File: config.mk
export PLATFORM = sky130hd
export DESIGN_NAME = pmac_acq_ctrl
export DESIGN_NICKNAME = d
export VERILOG_FILES = /design/src/design/pmac_acq_ctrl.v
export VERILOG_INCLUDE_DIRS = /design/src /design/src/shared
export SDC_FILE = /design/constraint.sdc
export NUM_CORES = 2
export LEC_CHECK = 0
export ABC_CLOCK_PERIOD_IN_PS = 16000
export BUFFER_PORTS_ARGS = -buffer_cell sky130_fd_sc_hd__buf_2
export CAP_MARGIN = 20
export CORE_UTILIZATION = 55
export DETAILED_ROUTE_END_ITERATION = 6
export GPL_ROUTABILITY_DRIVEN = 0
export PLACE_DENSITY = 0.69
export SYNTH_ARGS = -nofsm -noshare
export SYNTH_HDL_FRONTEND = slang
export SYNTH_SLANG_ARGS = --single-unit
File: constraint.sdc
create_clock -name hclk -period 16 [get_ports hclk]
set_input_delay 0 -clock hclk [delete_from_list [all_inputs] [get_ports hclk]]
set_output_delay 0 -clock hclk [all_outputs]
set_load 0.01 [all_outputs]
File: src/shared/pmac_defines.vh
`ifndef PMAC_DEFINES_VH
`define PMAC_DEFINES_VH
// ----------------------------------------
// Register byte addresses
// ----------------------------------------
`define PMAC_ADDR_GAIN 8'h38
`define PMAC_ADDR_MODE 8'hd2
`define PMAC_ADDR_STAT 8'hd3
`define PMAC_ADDR_SHCFG 8'hd4
`define PMAC_ADDR_SAMPLE 8'he0
`define PMAC_ADDR_CURR 8'he4
`define PMAC_ADDR_POWR 8'he8
`define PMAC_ADDR_CHAN 8'hec
// ----------------------------------------
// Field positions
// ----------------------------------------
`define PMAC_MODE_PWRDN 6
`define PMAC_MODE_IDLE 5
`define PMAC_MODE_POST 4
`define PMAC_MODE_CONT 3
`define PMAC_STAT_CONVERSION_READY_FLAG 1
`define PMAC_STAT_OVF 0
// ----------------------------------------
// Reset values
// ----------------------------------------
`define PMAC_MODE_RST 8'h0a
`define PMAC_SHCFG_RST 16'h0007
`define PMAC_GAIN_RST 16'h0000
// ----------------------------------------
// Operating mode codes
// ----------------------------------------
`define PMAC_OP_SHUNT 3'h0
`define PMAC_OP_VBUS 3'h1
`define PMAC_OP_SH_BUS 3'h2
`define PMAC_OP_AUX 3'h4
`define PMAC_OP_TEMP 3'h6
`define PMAC_OP_ALL 3'h7
// ----------------------------------------
// Timing
// ----------------------------------------
`define PMAC_CLK_MHZ 125
`define PMAC_TCONV_BASE_US 64
`define PMAC_TCONV_BASE_CYC (`PMAC_TCONV_BASE_US * `PMAC_CLK_MHZ)
`define PMAC_MATH_SHIFT 11
`endif
File: src/design/pmac_acq_ctrl.v
// How it works
// Mode bit 5 selects normal or idle
// Idle converter acquires no samples at all
// After trigger: bit 4 picks idle/power-down
// Bit 3 picks triggered or continuous
// Writing mode register starts triggered cycle
// Mode field selects inputs; 3,5 forbidden
// Status reports progress only when triggered
// Ready bit meaningless in continuous mode
// Ready high while converting, low after
// Mode write reinitializes the ready bit
// Overflow flag on out-of-range current/power
// Conversion time code maps 64us to 2.048ms
// Shunt uses its own conversion time
// Averaging code gives 2^code, max 4096
// Averaging bits 6:3, time bits 2:0
// Gain write starts current/power compute
// Gain is 15 bits, bit 15 zero
// Shunt result is signed 15-bit
// Math uses 11-bit resolution with gain
// Bit 6 powers the converter down
// Continuous mode restarts sequence after pass
// Channel time is conversion time times averages
`timescale 1ns/100ps
`include "pmac_defines.vh"
module pmac_acq_ctrl #(
  parameter BASE_CYC = `PMAC_TCONV_BASE_CYC
) (
  input wire hclk,
  input wire hresetn,
  input wire hsel,
  input wire [7:0] haddr,
  input wire [1:0] htrans,
  input wire hwrite,
  input wire [2:0] hsize,
  input wire [31:0] hwdata,
  input wire hready,
  output reg [31:0] hrdata,
  output wire hreadyout,
  output wire hresp,
  input wire [15:0] shunt_sample,
  input wire [15:0] bus_sample,
  output wire adc_powered,
  output wire adc_active,
  output reg [2:0] adc_channel,
  output reg sample_strobe
);
  // ----------------------------------------
  // Channel codes and states
  // ----------------------------------------
  localparam CH_SHUNT = 3'h0;
  localparam CH_VBUS = 3'h1;
  localparam CH_AUX = 3'h2;
  localparam CH_TEMP = 3'h3;
  localparam ST_IDLE = 3'b001;
  localparam ST_CONV = 3'b010;
  localparam ST_DOWN = 3'b100;

  // Conversion time in units of the base period, 1 to 32
  function [5:0] conv_mult;
    input [2:0] code;
    begin
      case (code[2:1])
        2'b00: conv_mult = code[0] ? 6'h02 : 6'h01;
        2'b01: conv_mult = code[0] ? 6'h08 : 6'h04;
        2'b10: conv_mult = 6'h10;
        default: conv_mult = 6'h20;
      endcase
    end
  endfunction

  // Averaging exponent, codes 11xx clamp to 4096
  function [3:0] avg_exp;
    input [3:0] code;
    begin
      avg_exp = (code[3:2] == 2'b11) ? 4'hc : code;
    end
  endfunction

  // Next channel of a pass at or after the given one
  function [3:0] next_chan;
    input [2:0] op;
    input [2:0] from;
    reg [3:0] mask;
    reg [3:0] r;
    integer i;
    begin
      mask = 4'h0;
      r = 4'h8;
      case (op)
        `PMAC_OP_SHUNT: mask = 4'b0001;
        `PMAC_OP_VBUS: mask = 4'b0010;
        `PMAC_OP_SH_BUS: mask = 4'b0011;
        `PMAC_OP_AUX: mask = 4'b0100;
        `PMAC_OP_TEMP: mask = 4'b1000;
        `PMAC_OP_ALL: mask = 4'b1111;
        default: mask = 4'b0000;
      endcase
      for (i = 3; i >= 0; i = i - 1) begin
        if (mask[i] && (i >= from)) begin
          r = i[3:0];
        end
      end
      next_chan = r;
    end
  endfunction

  // ----------------------------------------
  // Bus capture
  // ----------------------------------------
  reg wr_pend_q;
  reg [7:0] wr_addr_q;
  reg [7:0] mode_q;
  reg [15:0] shcfg_q;
  reg [15:0] gain_q;
  reg conversion_ready_flag_q;
  reg ovf_q;
  reg [15:0] shunt_res_q;
  reg [15:0] curr_q;
  reg [15:0] powr_q;
  reg [2:0] state_q;
  reg [2:0] chan_q;
  reg [11:0] avg_cnt_q;
  reg [17:0] tick_q;
  reg [15:0] vbus_res_q;
  reg calc_q;
  reg pass_q;
  reg gain_wr_q;
  reg [31:0] shunt_acc_q;
  wire take = hsel & hready & htrans[1];
  wire [7:0] rd_addr = haddr;
  wire wr_mode = wr_pend_q && (wr_addr_q == `PMAC_ADDR_MODE);
  wire wr_gain = wr_pend_q && (wr_addr_q == `PMAC_ADDR_GAIN);

  assign hreadyout = 1'b1;
  assign hresp = 1'b0;

  // Address phase latched; data lands one cycle later
  always @(posedge hclk or negedge hresetn) begin
    if (!hresetn) begin
      wr_pend_q <= 1'b0;
      wr_addr_q <= 8'h00;
    end else begin
      wr_pend_q <= take & hwrite;
      wr_addr_q <= haddr;
    end
  end

  // ----------------------------------------
  // Configuration registers
  // ----------------------------------------
  always @(posedge hclk or negedge hresetn) begin
    if (!hresetn) begin
      mode_q <= `PMAC_MODE_RST;
      shcfg_q <= `PMAC_SHCFG_RST;
      gain_q <= `PMAC_GAIN_RST;
    end else begin
      // forbidden codes kept as written
      if (wr_mode) begin
        mode_q <= {1'b0, hwdata[6:0]};
      end
      // only low seven bits held
      if (wr_pend_q && (wr_addr_q == `PMAC_ADDR_SHCFG)) begin
        shcfg_q <= {9'h000, hwdata[6:0]};
      end
      // bit 15 reads zero
      if (wr_gain) begin
        gain_q <= {1'b0, hwdata[14:0]};
      end
    end
  end

  // ----------------------------------------
  // Acquisition sequencer
  // ----------------------------------------
  // triggered or continuous
  wire cont = mode_q[`PMAC_MODE_CONT];
  // Decode against the word being written so a trigger runs with its own settings
  wire [7:0] mode_use = wr_mode ? {1'b0, hwdata[6:0]} : mode_q;
  wire [3:0] first_ch = next_chan(mode_use[2:0], 3'h0);
  wire go = !mode_use[`PMAC_MODE_PWRDN] && !mode_use[`PMAC_MODE_IDLE] && !first_ch[3];
  wire [3:0] after_ch = next_chan(mode_q[2:0], chan_q + 3'h1);
  // shunt has its own timing; others use the default
  wire [2:0] t_code = (chan_q == CH_SHUNT) ? shcfg_q[2:0] : 3'h7;
  wire [3:0] a_code = (chan_q == CH_SHUNT) ? shcfg_q[6:3] : 4'h0;
  // period scaled from the base conversion time
  // Full base width kept; a real base period does not fit twelve bits
  wire [17:0] base_len = BASE_CYC[17:0];
  wire [17:0] conv_len = base_len * {12'h000, conv_mult(t_code)};
  // sample count is a power of two
  wire [11:0] avg_last = (12'h001 << avg_exp(a_code)) - 12'h001;
  wire avg_is_full = (avg_exp(a_code) == 4'hc);
  wire sample_end = (state_q == ST_CONV) && (tick_q == conv_len - 18'h1);
  wire chan_end = sample_end && (avg_cnt_q == avg_last) && !(avg_is_full && !avg_cnt_q[11]);
  wire [31:0] avg_sum = shunt_acc_q + {{16{shunt_sample[15]}}, shunt_sample};
  // Averaged code; arithmetic shift keeps the sign
  wire signed [31:0] avg_div = $signed(avg_sum) >>> avg_exp(a_code);
  wire pass_end = chan_end && after_ch[3];

  // Power down and idle gate every acquisition
  // power-down bit stops the converter
  assign adc_powered = !mode_q[`PMAC_MODE_PWRDN] && (state_q != ST_DOWN);
  // samples only while converting
  assign adc_active = (state_q == ST_CONV);

  always @(posedge hclk or negedge hresetn) begin
    if (!hresetn) begin
      state_q <= ST_IDLE;
      chan_q <= CH_SHUNT;
      tick_q <= 18'h00000;
      avg_cnt_q <= 12'h000;
      sample_strobe <= 1'b0;
      adc_channel <= CH_SHUNT;
      shunt_acc_q <= 32'h00000000;
      shunt_res_q <= 16'h0000;
      vbus_res_q <= 16'h0000;
    end else begin
      sample_strobe <= sample_end;
      case (state_q)
        ST_IDLE, ST_DOWN: begin
          tick_q <= 18'h00000;
          avg_cnt_q <= 12'h000;
          shunt_acc_q <= 32'h00000000;
          // idle bit holds the converter still
          // Continuous mode starts on its own
          if (go && cont) begin
            state_q <= ST_CONV;
            chan_q <= first_ch[2:0];
            adc_channel <= first_ch[2:0];
          end
        end
        ST_CONV: begin
          if (mode_q[`PMAC_MODE_PWRDN] || mode_q[`PMAC_MODE_IDLE]) begin
            state_q <= mode_q[`PMAC_MODE_PWRDN] ? ST_DOWN : ST_IDLE;
          end else if (sample_end) begin
            tick_q <= 18'h00000;
            if (chan_q == CH_SHUNT) begin
              shunt_acc_q <= avg_sum;
            end
            // time times averages per channel
            if (chan_end) begin
              avg_cnt_q <= 12'h000;
              shunt_acc_q <= 32'h00000000;
              // averaged shunt result stored
              if (chan_q == CH_SHUNT) begin
                shunt_res_q <= avg_div[15:0];
              end
              if (chan_q == CH_VBUS) begin
                vbus_res_q <= bus_sample;
              end
              if (after_ch[3]) begin
                chan_q <= first_ch[2:0];
                adc_channel <= first_ch[2:0];
                // post-trigger state choice
                // continuous restarts the pass
                if (!cont) begin
                  state_q <= mode_q[`PMAC_MODE_POST] ? ST_DOWN : ST_IDLE;
                end
              end else begin
                chan_q <= after_ch[2:0];
                adc_channel <= after_ch[2:0];
              end
            end else begin
              avg_cnt_q <= avg_cnt_q + 12'h001;
            end
          end else begin
            tick_q <= tick_q + 18'h00001;
          end
        end
        default: state_q <= ST_IDLE;
      endcase
      // mode write starts pass
      // A write mid-pass restarts from the first channel rather than mixing old and new settings
      if (wr_mode) begin
        tick_q <= 18'h00000;
        avg_cnt_q <= 12'h000;
        shunt_acc_q <= 32'h00000000;
        if (go) begin
          state_q <= ST_CONV;
          chan_q <= first_ch[2:0];
          adc_channel <= first_ch[2:0];
        end else begin
          state_q <= mode_use[`PMAC_MODE_PWRDN] ? ST_DOWN : ST_IDLE;
        end
      end
    end
  end

  // ----------------------------------------
  // Status and math
  // ----------------------------------------
  // signed 15-bit shunt code with sign extension
  wire signed [15:0] sh_s = {shunt_res_q[15], shunt_res_q[14:0]};
  // gain product scaled by 2^11
  wire signed [32:0] cur_full = (sh_s * $signed({1'b0, gain_q[14:0]})) >>> `PMAC_MATH_SHIFT;
  wire signed [48:0] pow_full = (cur_full * $signed({1'b0, vbus_res_q})) >>> `PMAC_MATH_SHIFT;
  wire cur_ovf = (cur_full > 33'sd32767) || (cur_full < -33'sd32768);
  wire pow_ovf = (pow_full > 49'sd32767) || (pow_full < -49'sd32768);

  always @(posedge hclk or negedge hresetn) begin
    if (!hresetn) begin
      conversion_ready_flag_q <= 1'b0;
      ovf_q <= 1'b0;
      calc_q <= 1'b0;
      pass_q <= 1'b0;
      gain_wr_q <= 1'b0;
      curr_q <= 16'h0000;
      powr_q <= 16'h0000;
    end else begin
      // Results and gain land first; the math runs one cycle later on the new values
      pass_q <= pass_end && !wr_mode;
      gain_wr_q <= wr_gain;
      // gain write arms the calculation
      if (wr_gain) begin
        calc_q <= 1'b1;
      end
      // ready high during, low after transfer
      // mode write reinitializes it
      if (wr_mode) begin
        conversion_ready_flag_q <= go && !hwdata[`PMAC_MODE_CONT];
      end else if (pass_q) begin
        conversion_ready_flag_q <= 1'b0;
      end
      // Math refreshes after a gain write and, once gain has been written, after each finished pass
      if (calc_q && (gain_wr_q || pass_q)) begin
        curr_q <= cur_full[15:0];
        powr_q <= pow_full[15:0];
        // out of range flags the result
        ovf_q <= cur_ovf || pow_ovf || (gain_q[14:0] == 15'h0000);
      end
    end
  end

  // ----------------------------------------
  // Read mux
  // ----------------------------------------
  // Read data is registered so the answer stands in the data phase
  always @(posedge hclk or negedge hresetn) begin
    if (!hresetn) begin
      hrdata <= 32'h00000000;
    end else if (take && !hwrite) begin
      case (rd_addr)
        `PMAC_ADDR_GAIN: hrdata <= {16'h0000, gain_q};
        `PMAC_ADDR_MODE: hrdata <= {24'h000000, mode_q};
        // progress only shown in triggered mode
        `PMAC_ADDR_STAT: hrdata <= {30'h0, conversion_ready_flag_q && !cont, ovf_q};
        `PMAC_ADDR_SHCFG: hrdata <= {16'h0000, shcfg_q};
        `PMAC_ADDR_SAMPLE: hrdata <= {16'h0000, shunt_res_q};
        `PMAC_ADDR_CURR: hrdata <= {16'h0000, curr_q};
        `PMAC_ADDR_POWR: hrdata <= {16'h0000, powr_q};
        `PMAC_ADDR_CHAN: hrdata <= {27'h0, state_q, 2'b00} | {29'h0, chan_q};
        default: hrdata <= 32'h00000000;
      endcase
    end
  end
endmodule // pmac_acq_ctrl

### After elaboration in Yosys (flattened, before gate mapping)

Index checks and enable logic that the tools add are counted.

* output and inout bits: 40
* bits of input ports: 82
* word-level logic and storage cells: 200
* flip-flop bits (word level): 211

* multiply operators: 3
* magnitude comparators: 8
* equal/unequal tests: 40
* multiplexer cells: 62
* add/subtract/negate cells: 6
* reductions and logical operators: 51
* bitwise logic cells: 5
* shift-type cells: 2

Operator list (count)
* $mux 32: 5
* $pmux 16 s8: 1
* $mux 3: 25
* $eq 8x8->1 const B: 9
* $pmux 32 s2: 1
* $mux 18: 3
* $mux 12: 4
* $pmux 4 s6: 2
* $mux 4: 11
* $mul 21x17->38: 1
* $pmux 18 s2: 1
* $add 32x32->32: 1
* $mul 16x16->32: 1
* $sshr 32x4->16: 1
* $gt 27x16->1 const B: 1
* $lt 27x16->1 const B: 1
* $pmux 12 s2: 1
* $eq 3x3->1 const B: 7
* $gt 21x16->1 const B: 1
* $logic_and 1x1->1: 21
* $lt 21x16->1 const B: 1
* $add 18x1->18 const B: 1
* $eq 18x18->1: 1
* $pmux 3 s2: 3
* 38 further kinds: 73

### Longest topological paths before layout

* word-level depth: 16
* gate-level depth with buffers: 52
* mapped depth without buffers: 49

### Least setup slack after synthesis

Ideal clock, no wire load.

* kind: flip-flop to flip-flop
* start: register gain_q[6]
* end: register ovf_q
* required time: 15876 ps
* arrival: 12699 ps
* path slack: 3177 ps
* buffers on the path: 4
* clock period less this slack: 12823 ps
* cell stages (with the launch flop): 47
* cell sequence: dfrtp_1 -> clkbuf_1 -> clkbuf_1 -> nand2_1 -> fa_1 -> inv_1 -> fa_1 -> inv_1 -> fa_1 -> fa_1 -> fa_1 -> fa_1 -> inv_1 -> ha_1 -> clkbuf_1 -> a21o_1 -> a21o_1 -> a221oi_1 -> [11 not listed] -> inv_1 -> fa_1 -> fa_1 -> fa_1 -> inv_1 -> fa_1 -> inv_1 -> ha_1 -> and4_1 -> a221oi_1 -> o21a_1 -> a21boi_0 -> or3_1 -> a211o_1 -> a2111o_1 -> a2111o_1 -> mux2i_1 -> a21oi_1

* word-level cells in the longest chain between the ends: 6

RTL lines
* start: declaration: RTL line pmac_acq_ctrl.v:115 `reg [15:0] gain_q;`
* start signal: assignment: RTL line pmac_acq_ctrl.v:156 `` gain_q <= `PMAC_GAIN_RST; ``
* start signal: assignment: RTL line pmac_acq_ctrl.v:168 `gain_q <= {1'b0, hwdata[14:0]};`
* $mul 16x16->32: RTL line pmac_acq_ctrl.v:295 `` wire signed [32:0] cur_full = (sh_s * $signed({1'b0, gain_q[14:0]})) >>> `PMAC_MATH_SHIFT; ``
* $mul 21x17->38: RTL line pmac_acq_ctrl.v:296 `` wire signed [48:0] pow_full = (cur_full * $signed({1'b0, vbus_res_q})) >>> `PMAC_MATH_SHIFT; ``
* $gt 27x16->1 or $lt 27x16->1 (tied branches): RTL line pmac_acq_ctrl.v:298 `wire pow_ovf = (pow_full > 49'sd32767) || (pow_full < -49'sd32768);`
* $logic_or 1x1->1: RTL line pmac_acq_ctrl.v:298
* $logic_or 1x1->1: RTL line pmac_acq_ctrl.v:329 `ovf_q <= cur_ovf || pow_ovf || (gain_q[14:0] == 15'h0000);`
* $logic_or 1x1->1 (*): RTL line pmac_acq_ctrl.v:329
* end signal: assignment: RTL line pmac_acq_ctrl.v:329
* end: declaration: RTL line pmac_acq_ctrl.v:117 `reg ovf_q;`

Every way passes the cells marked *; elsewhere a longest branch is shown, timed or not.
A chain may end at the register's enable or synchronous reset.

### Worst setup path after layout

* start: register gain_q[1]
* end: register ovf_q

Same word-level chain as after synthesis.

==> results by stage <==
Detailed routing:
- The topmost layer with routed signal wires is met4.
- The met3 wire length is approximately 5000 µm.
- The first-pass detailed-route iteration total is 7.
- The total detailed-routing wirelength is ~83,000 µm.
- The routed layout has 25,789 vias.
- After detailed routing, the number of remaining DRC violations is 14.
- The number of antenna-violating nets in the routed design is 0.
- After detailed routing, the number of vias per cell comes to 5.68.
- In this run, the number of DRC markers left after iteration 0 of detailed routing was 1,806.
- After detailed routing, the average wire length per cell comes to 18.2 µm.
- The routed metal-1 wire length is 36,300 µm.
- Summed over all nets, wire length on met2 after detailed routing comes to ~40,000 µm.

Synth:
- In the synthesized netlist the async set-or-reset flop fraction comes to 100%.
- The leading cell type by number of instances after synthesis is sky130_fd_sc_hd__inv_1.
- The number of flops mapped to enable cells by yosys is 0.
- The sequential share of the synthesized area is 14.2%.
- For this run, the number of Yosys warnings is 0.
- The area of the mapped netlist is between 0.03 and 0.04 mm².
- The gate count of the mapped netlist is 3,721.
- By area the synthesized netlist is led by sky130_fd_sc_hd__fa_1, sky130_fd_sc_hd__dfrtp_1, sky130_fd_sc_hd__ha_1, sky130_fd_sc_hd__inv_1, sky130_fd_sc_hd__nand2_1.
- Of all cell types, the one taking the most synthesized area is sky130_fd_sc_hd__fa_1.
- The most instantiated flip-flop cell in the synthesis netlist is sky130_fd_sc_hd__dfrtp_1.
- The number of unique standard cell types used by synthesis is 97.
- The per-instance average area after synthesis is 9.08 µm².
- The share of the synthesized area in the top cell type is 35.0%.
- After synthesis, the most frequently instantiated cells are sky130_fd_sc_hd__inv_1, sky130_fd_sc_hd__fa_1, sky130_fd_sc_hd__nand2_1, sky130_fd_sc_hd__and2_1, sky130_fd_sc_hd__ha_1.
- The synthesis-stage register bit count is around 190.

Die:
- The initial utilization of the core area, before any placement, comes to 55.9%.
- The area inside the core boundary is slightly above 0.06 mm².
- Pin placement for this block handled 122 I/O pins.
- The floorplan has 90 rows.
- The die height is between 200 and 250 µm.
- The area enclosed by the die boundary is 0.0624 mm².
- The horizontal extent of the die is ~250 µm.

Layout:
- The diode insertion count for antenna repair is 0.
- The fraction of layout cells with a size suffix above 1 is slightly above 7%.
- Summing all multi-input logic gate instances after layout gives 0.0258 mm².
- The growth of design area from synthesis to finish is 6.30%.
- The number of filler instances in the final layout is 5,293.
- The final net count is 4,640.
- The area occupied by registers is 0.00479 mm².
- The finished cells cover 0.0359 mm².

Worst setup path:
- The cell type with the highest occurrence count on the critical path is sky130_fd_sc_hd__fa_1.
- Counting cells, the worst reg-to-reg path comes to 40.
- The timing startpoint of the critical path is gain_q[1].
- In this run the critical register-to-register path is captured at ovf_q.
- The setup path with the least slack is of type reg -> reg.
- The slowest stage of the critical path belongs to the cell sky130_fd_sc_hd__dfrtp_1.
- The worst stage delay on the critical path is 0.81 ns.
- The timing endpoint of the critical path is ovf_q.
- In this run the critical register-to-register path is launched from gain_q[1].
- The worst setup path is launched from a flip-flop.
- The element type at the critical path end is a flip-flop.
- The flop-to-flop setup slack is 1.74 ns.
- Of all nets on the critical path, the largest fanout is 19.
- The worst endpoint required time is 16.38 ns.
- For the worst setup path, the data arrival time is 14.64 ns.

Hold path:
- The worst hold path belongs to the class in -> reg.

STA:
- Setup repair after global routing left no endpoint under its margin.
- The final total negative setup slack is 0 ns.
- The actual slew at the worst max-slew pin is 1.11 ns.
- The final max-slew violation count was 0.
- The maximum clock frequency is 70.1 MHz.
- The worst path needs 14.26 ns of the cycle, external delays included.
- The final number of setup-violating endpoints is 0.
- The number of hold violations in the final report is 0.
- The post-route clock skew is approximately 0.028 ns.
- Headroom to the max-slew limit came out at between 20% and 30%.
- The portion of the clock cycle consumed by the worst path in the final layout is 89.1%.

Clocking:
- For this design, the sink count on the clock tree is approximately 190.
- The number of buffers between clock root and the deepest sink is 2.
- TritonCTS built the clock tree.
- After clock tree synthesis, the clock-pin slew on the worst setup and hold paths is about 0.090 ns.
- CTS built an H-tree with a depth of 4.
- The total clock buffers created by CTS is 17.
- The source-to-sink clock delay at the later pin of the worst-skew pair is 0.50 ns.
- The cell chosen for the clock root is sky130_fd_sc_hd__clkbuf_16.

Global routing:
- The number of antenna violations at the first check in global routing is 1.
- The via count of the first global-routing pass came to approximately 27,000.
- The overall routing resource usage is 27.9%.
- The remaining global-route overflow is 0.
- The pin count of the biggest net entering global routing is 76.
- The first global-routing pass estimated between 100,000 and 150,000 µm of wire.

Flow run:
- The max-capacitance violation count is 0.

Place:
- The quantity of I/O buffers inserted on ports is 82.
- The detailed placer's ending HPWL is 63,800 µm.
- Once placement finished, the instance area stood at around 0.035 mm².

Run status:
- The checks that failed: design-rule violations.
- The flow ran to the end, but the final reports show violations.

Pwr:
- Summed over all cells, the static leakage comes to 0.0174 µW.
- The worst-case IR drop observed on VDD is 0.0796 mV.
- The power per standard cell area is 41.2 mW/mm².
[repair_timing]
item,CTS,global route
hold buffers,45,0
gates resized for setup,0,0
setup buffers,0,0
endpoints found under the hold margin,133,0
[per-stage QoR]
stage	worst slack (ns)	hold WS (ns)	total power, µW	util (%)	cells
3_5_place_dp	1.82	0.102	1040	57.7	4460
6_report	1.74	0.0353	1480	59.4	4538
2_1_floorplan	3.18	-0.296	908	-	3738
3_3_place_gp	1.98	0.104	1040	57.7	4460
4_1_cts	1.77	0.0111	1480	59.4	4537
5_1_grt	0.830	0.0854	1570	59.4	4538
[metal layers]
layer,track usage (%),vias to the layer above
met5,0,-
met4,7.85,0
met3,3.63,130
met2,45.8,809
met1,39.0,13029
li1,-,11821
[area by class of cell]
class / count / area share (%)
repair buffers: 179 / 3.52
well taps: 782 / 2.73
multi-input cells: 2683 / 71.8
clock inverters: 12 / 0.342
inverters: 671 / 7.02
clock buffers: 20 / 1.22
flip-flops and latches: 191 / 13.3
[state kept, by name (all words and copies together) (netlist names), 3 cells and up]
signal and cells:
avg_cnt_q 12, shcfg_q 7, tick_q 18, sh_s 16
adc_channel 3, chan_q 3, hrdata 16, vbus_res_q 16
gain_q 15, shunt_acc_q 28, wr_addr_q 8, mode_q 7
curr_q 16, state_q 3, powr_q 16
[where the power goes]
| part | switching [µW] | leakage (µW) | internal, µW |
|---|---|---|---|
| Clock | 221 | 0.000270 | 205 |
| Sequential | 26.4 | 0.00251 | 510 |
| Combinational | 324 | 0.0146 | 191 |
| Total | 572 | 0.0174 | 907 |
[worst max-delay path, delay by kind of cell, from the launching register on]
| kind | cells | cell delay [ns] |
|---|---|---|
| fa+ha+maj | 14 | 6.92 |
| compound gates | 10 | 2.66 |
| simple gates | 7 | 2.30 |
| buf+inv | 7 | 1.08 |
| flops | 1 | 0.81 |
| mux | 2 | 0.33 |
[cells in the final DEF, fill, tap and decap left out, types with 27 or more instances in the layout]
cell and count:
sky130_fd_sc_hd__a22o_1 31, sky130_fd_sc_hd__mux2_2 38, sky130_fd_sc_hd__nor3_1 43, sky130_fd_sc_hd__fa_1 590
sky130_fd_sc_hd__inv_1 666, sky130_fd_sc_hd__a21oi_1 88, sky130_fd_sc_hd__o21ai_0 123, sky130_fd_sc_hd__nand3_1 39
sky130_fd_sc_hd__mux2i_1 28, sky130_fd_sc_hd__and3_1 28, sky130_fd_sc_hd__nand4_1 27, sky130_fd_sc_hd__ha_1 225
sky130_fd_sc_hd__buf_2 81, sky130_fd_sc_hd__dlygate4sd3_1 45, sky130_fd_sc_hd__nand2_1 528, sky130_fd_sc_hd__buf_4 51
sky130_fd_sc_hd__a21o_1 31, sky130_fd_sc_hd__xnor2_1 62, sky130_fd_sc_hd__and2_1 254, sky130_fd_sc_hd__xor2_1 43
sky130_fd_sc_hd__dfrtp_1 185, sky130_fd_sc_hd__nor2_1 109
[kinds of logic (layout without fill, tap and decap cells)]
| logic type | after synthesis | in the layout | share of synthesized area (%) |
|---|---|---|---|
| AOI/OAI and AO/OA | 505 | 505 | 10.2 |
| xor gates and xnor gates | 109 | 109 | 2.91 |
| adders and majority gates | 815 | 815 | 43.3 |
| buffers and inverters | 864 | 882 | 9.85 |
| DFF | 191 | 191 | 14.2 |
| muxes | 77 | 77 | 2.61 |
| other | 2 | 19 | 0.0222 |
| and+or+nand+nor | 1158 | 1158 | 16.9 |
[worst min path at each step]
stage / from / to / slack (ns) / cells past startpoint
detailed placement: hresetn / shunt_acc_q[12] / 0.10 / 1
floorplan: hresetn / adc_channel[0] / -0.30 / 0
finish: shunt_sample[2] / shunt_acc_q[2] / 0.04 / 4
global placement: hresetn / shunt_acc_q[12] / 0.10 / 1
CTS: shunt_sample[2] / shunt_acc_q[2] / 0.01 / 4
global route: shunt_sample[2] / shunt_acc_q[2] / 0.09 / 4
Power figures use the tool's default switching activity.
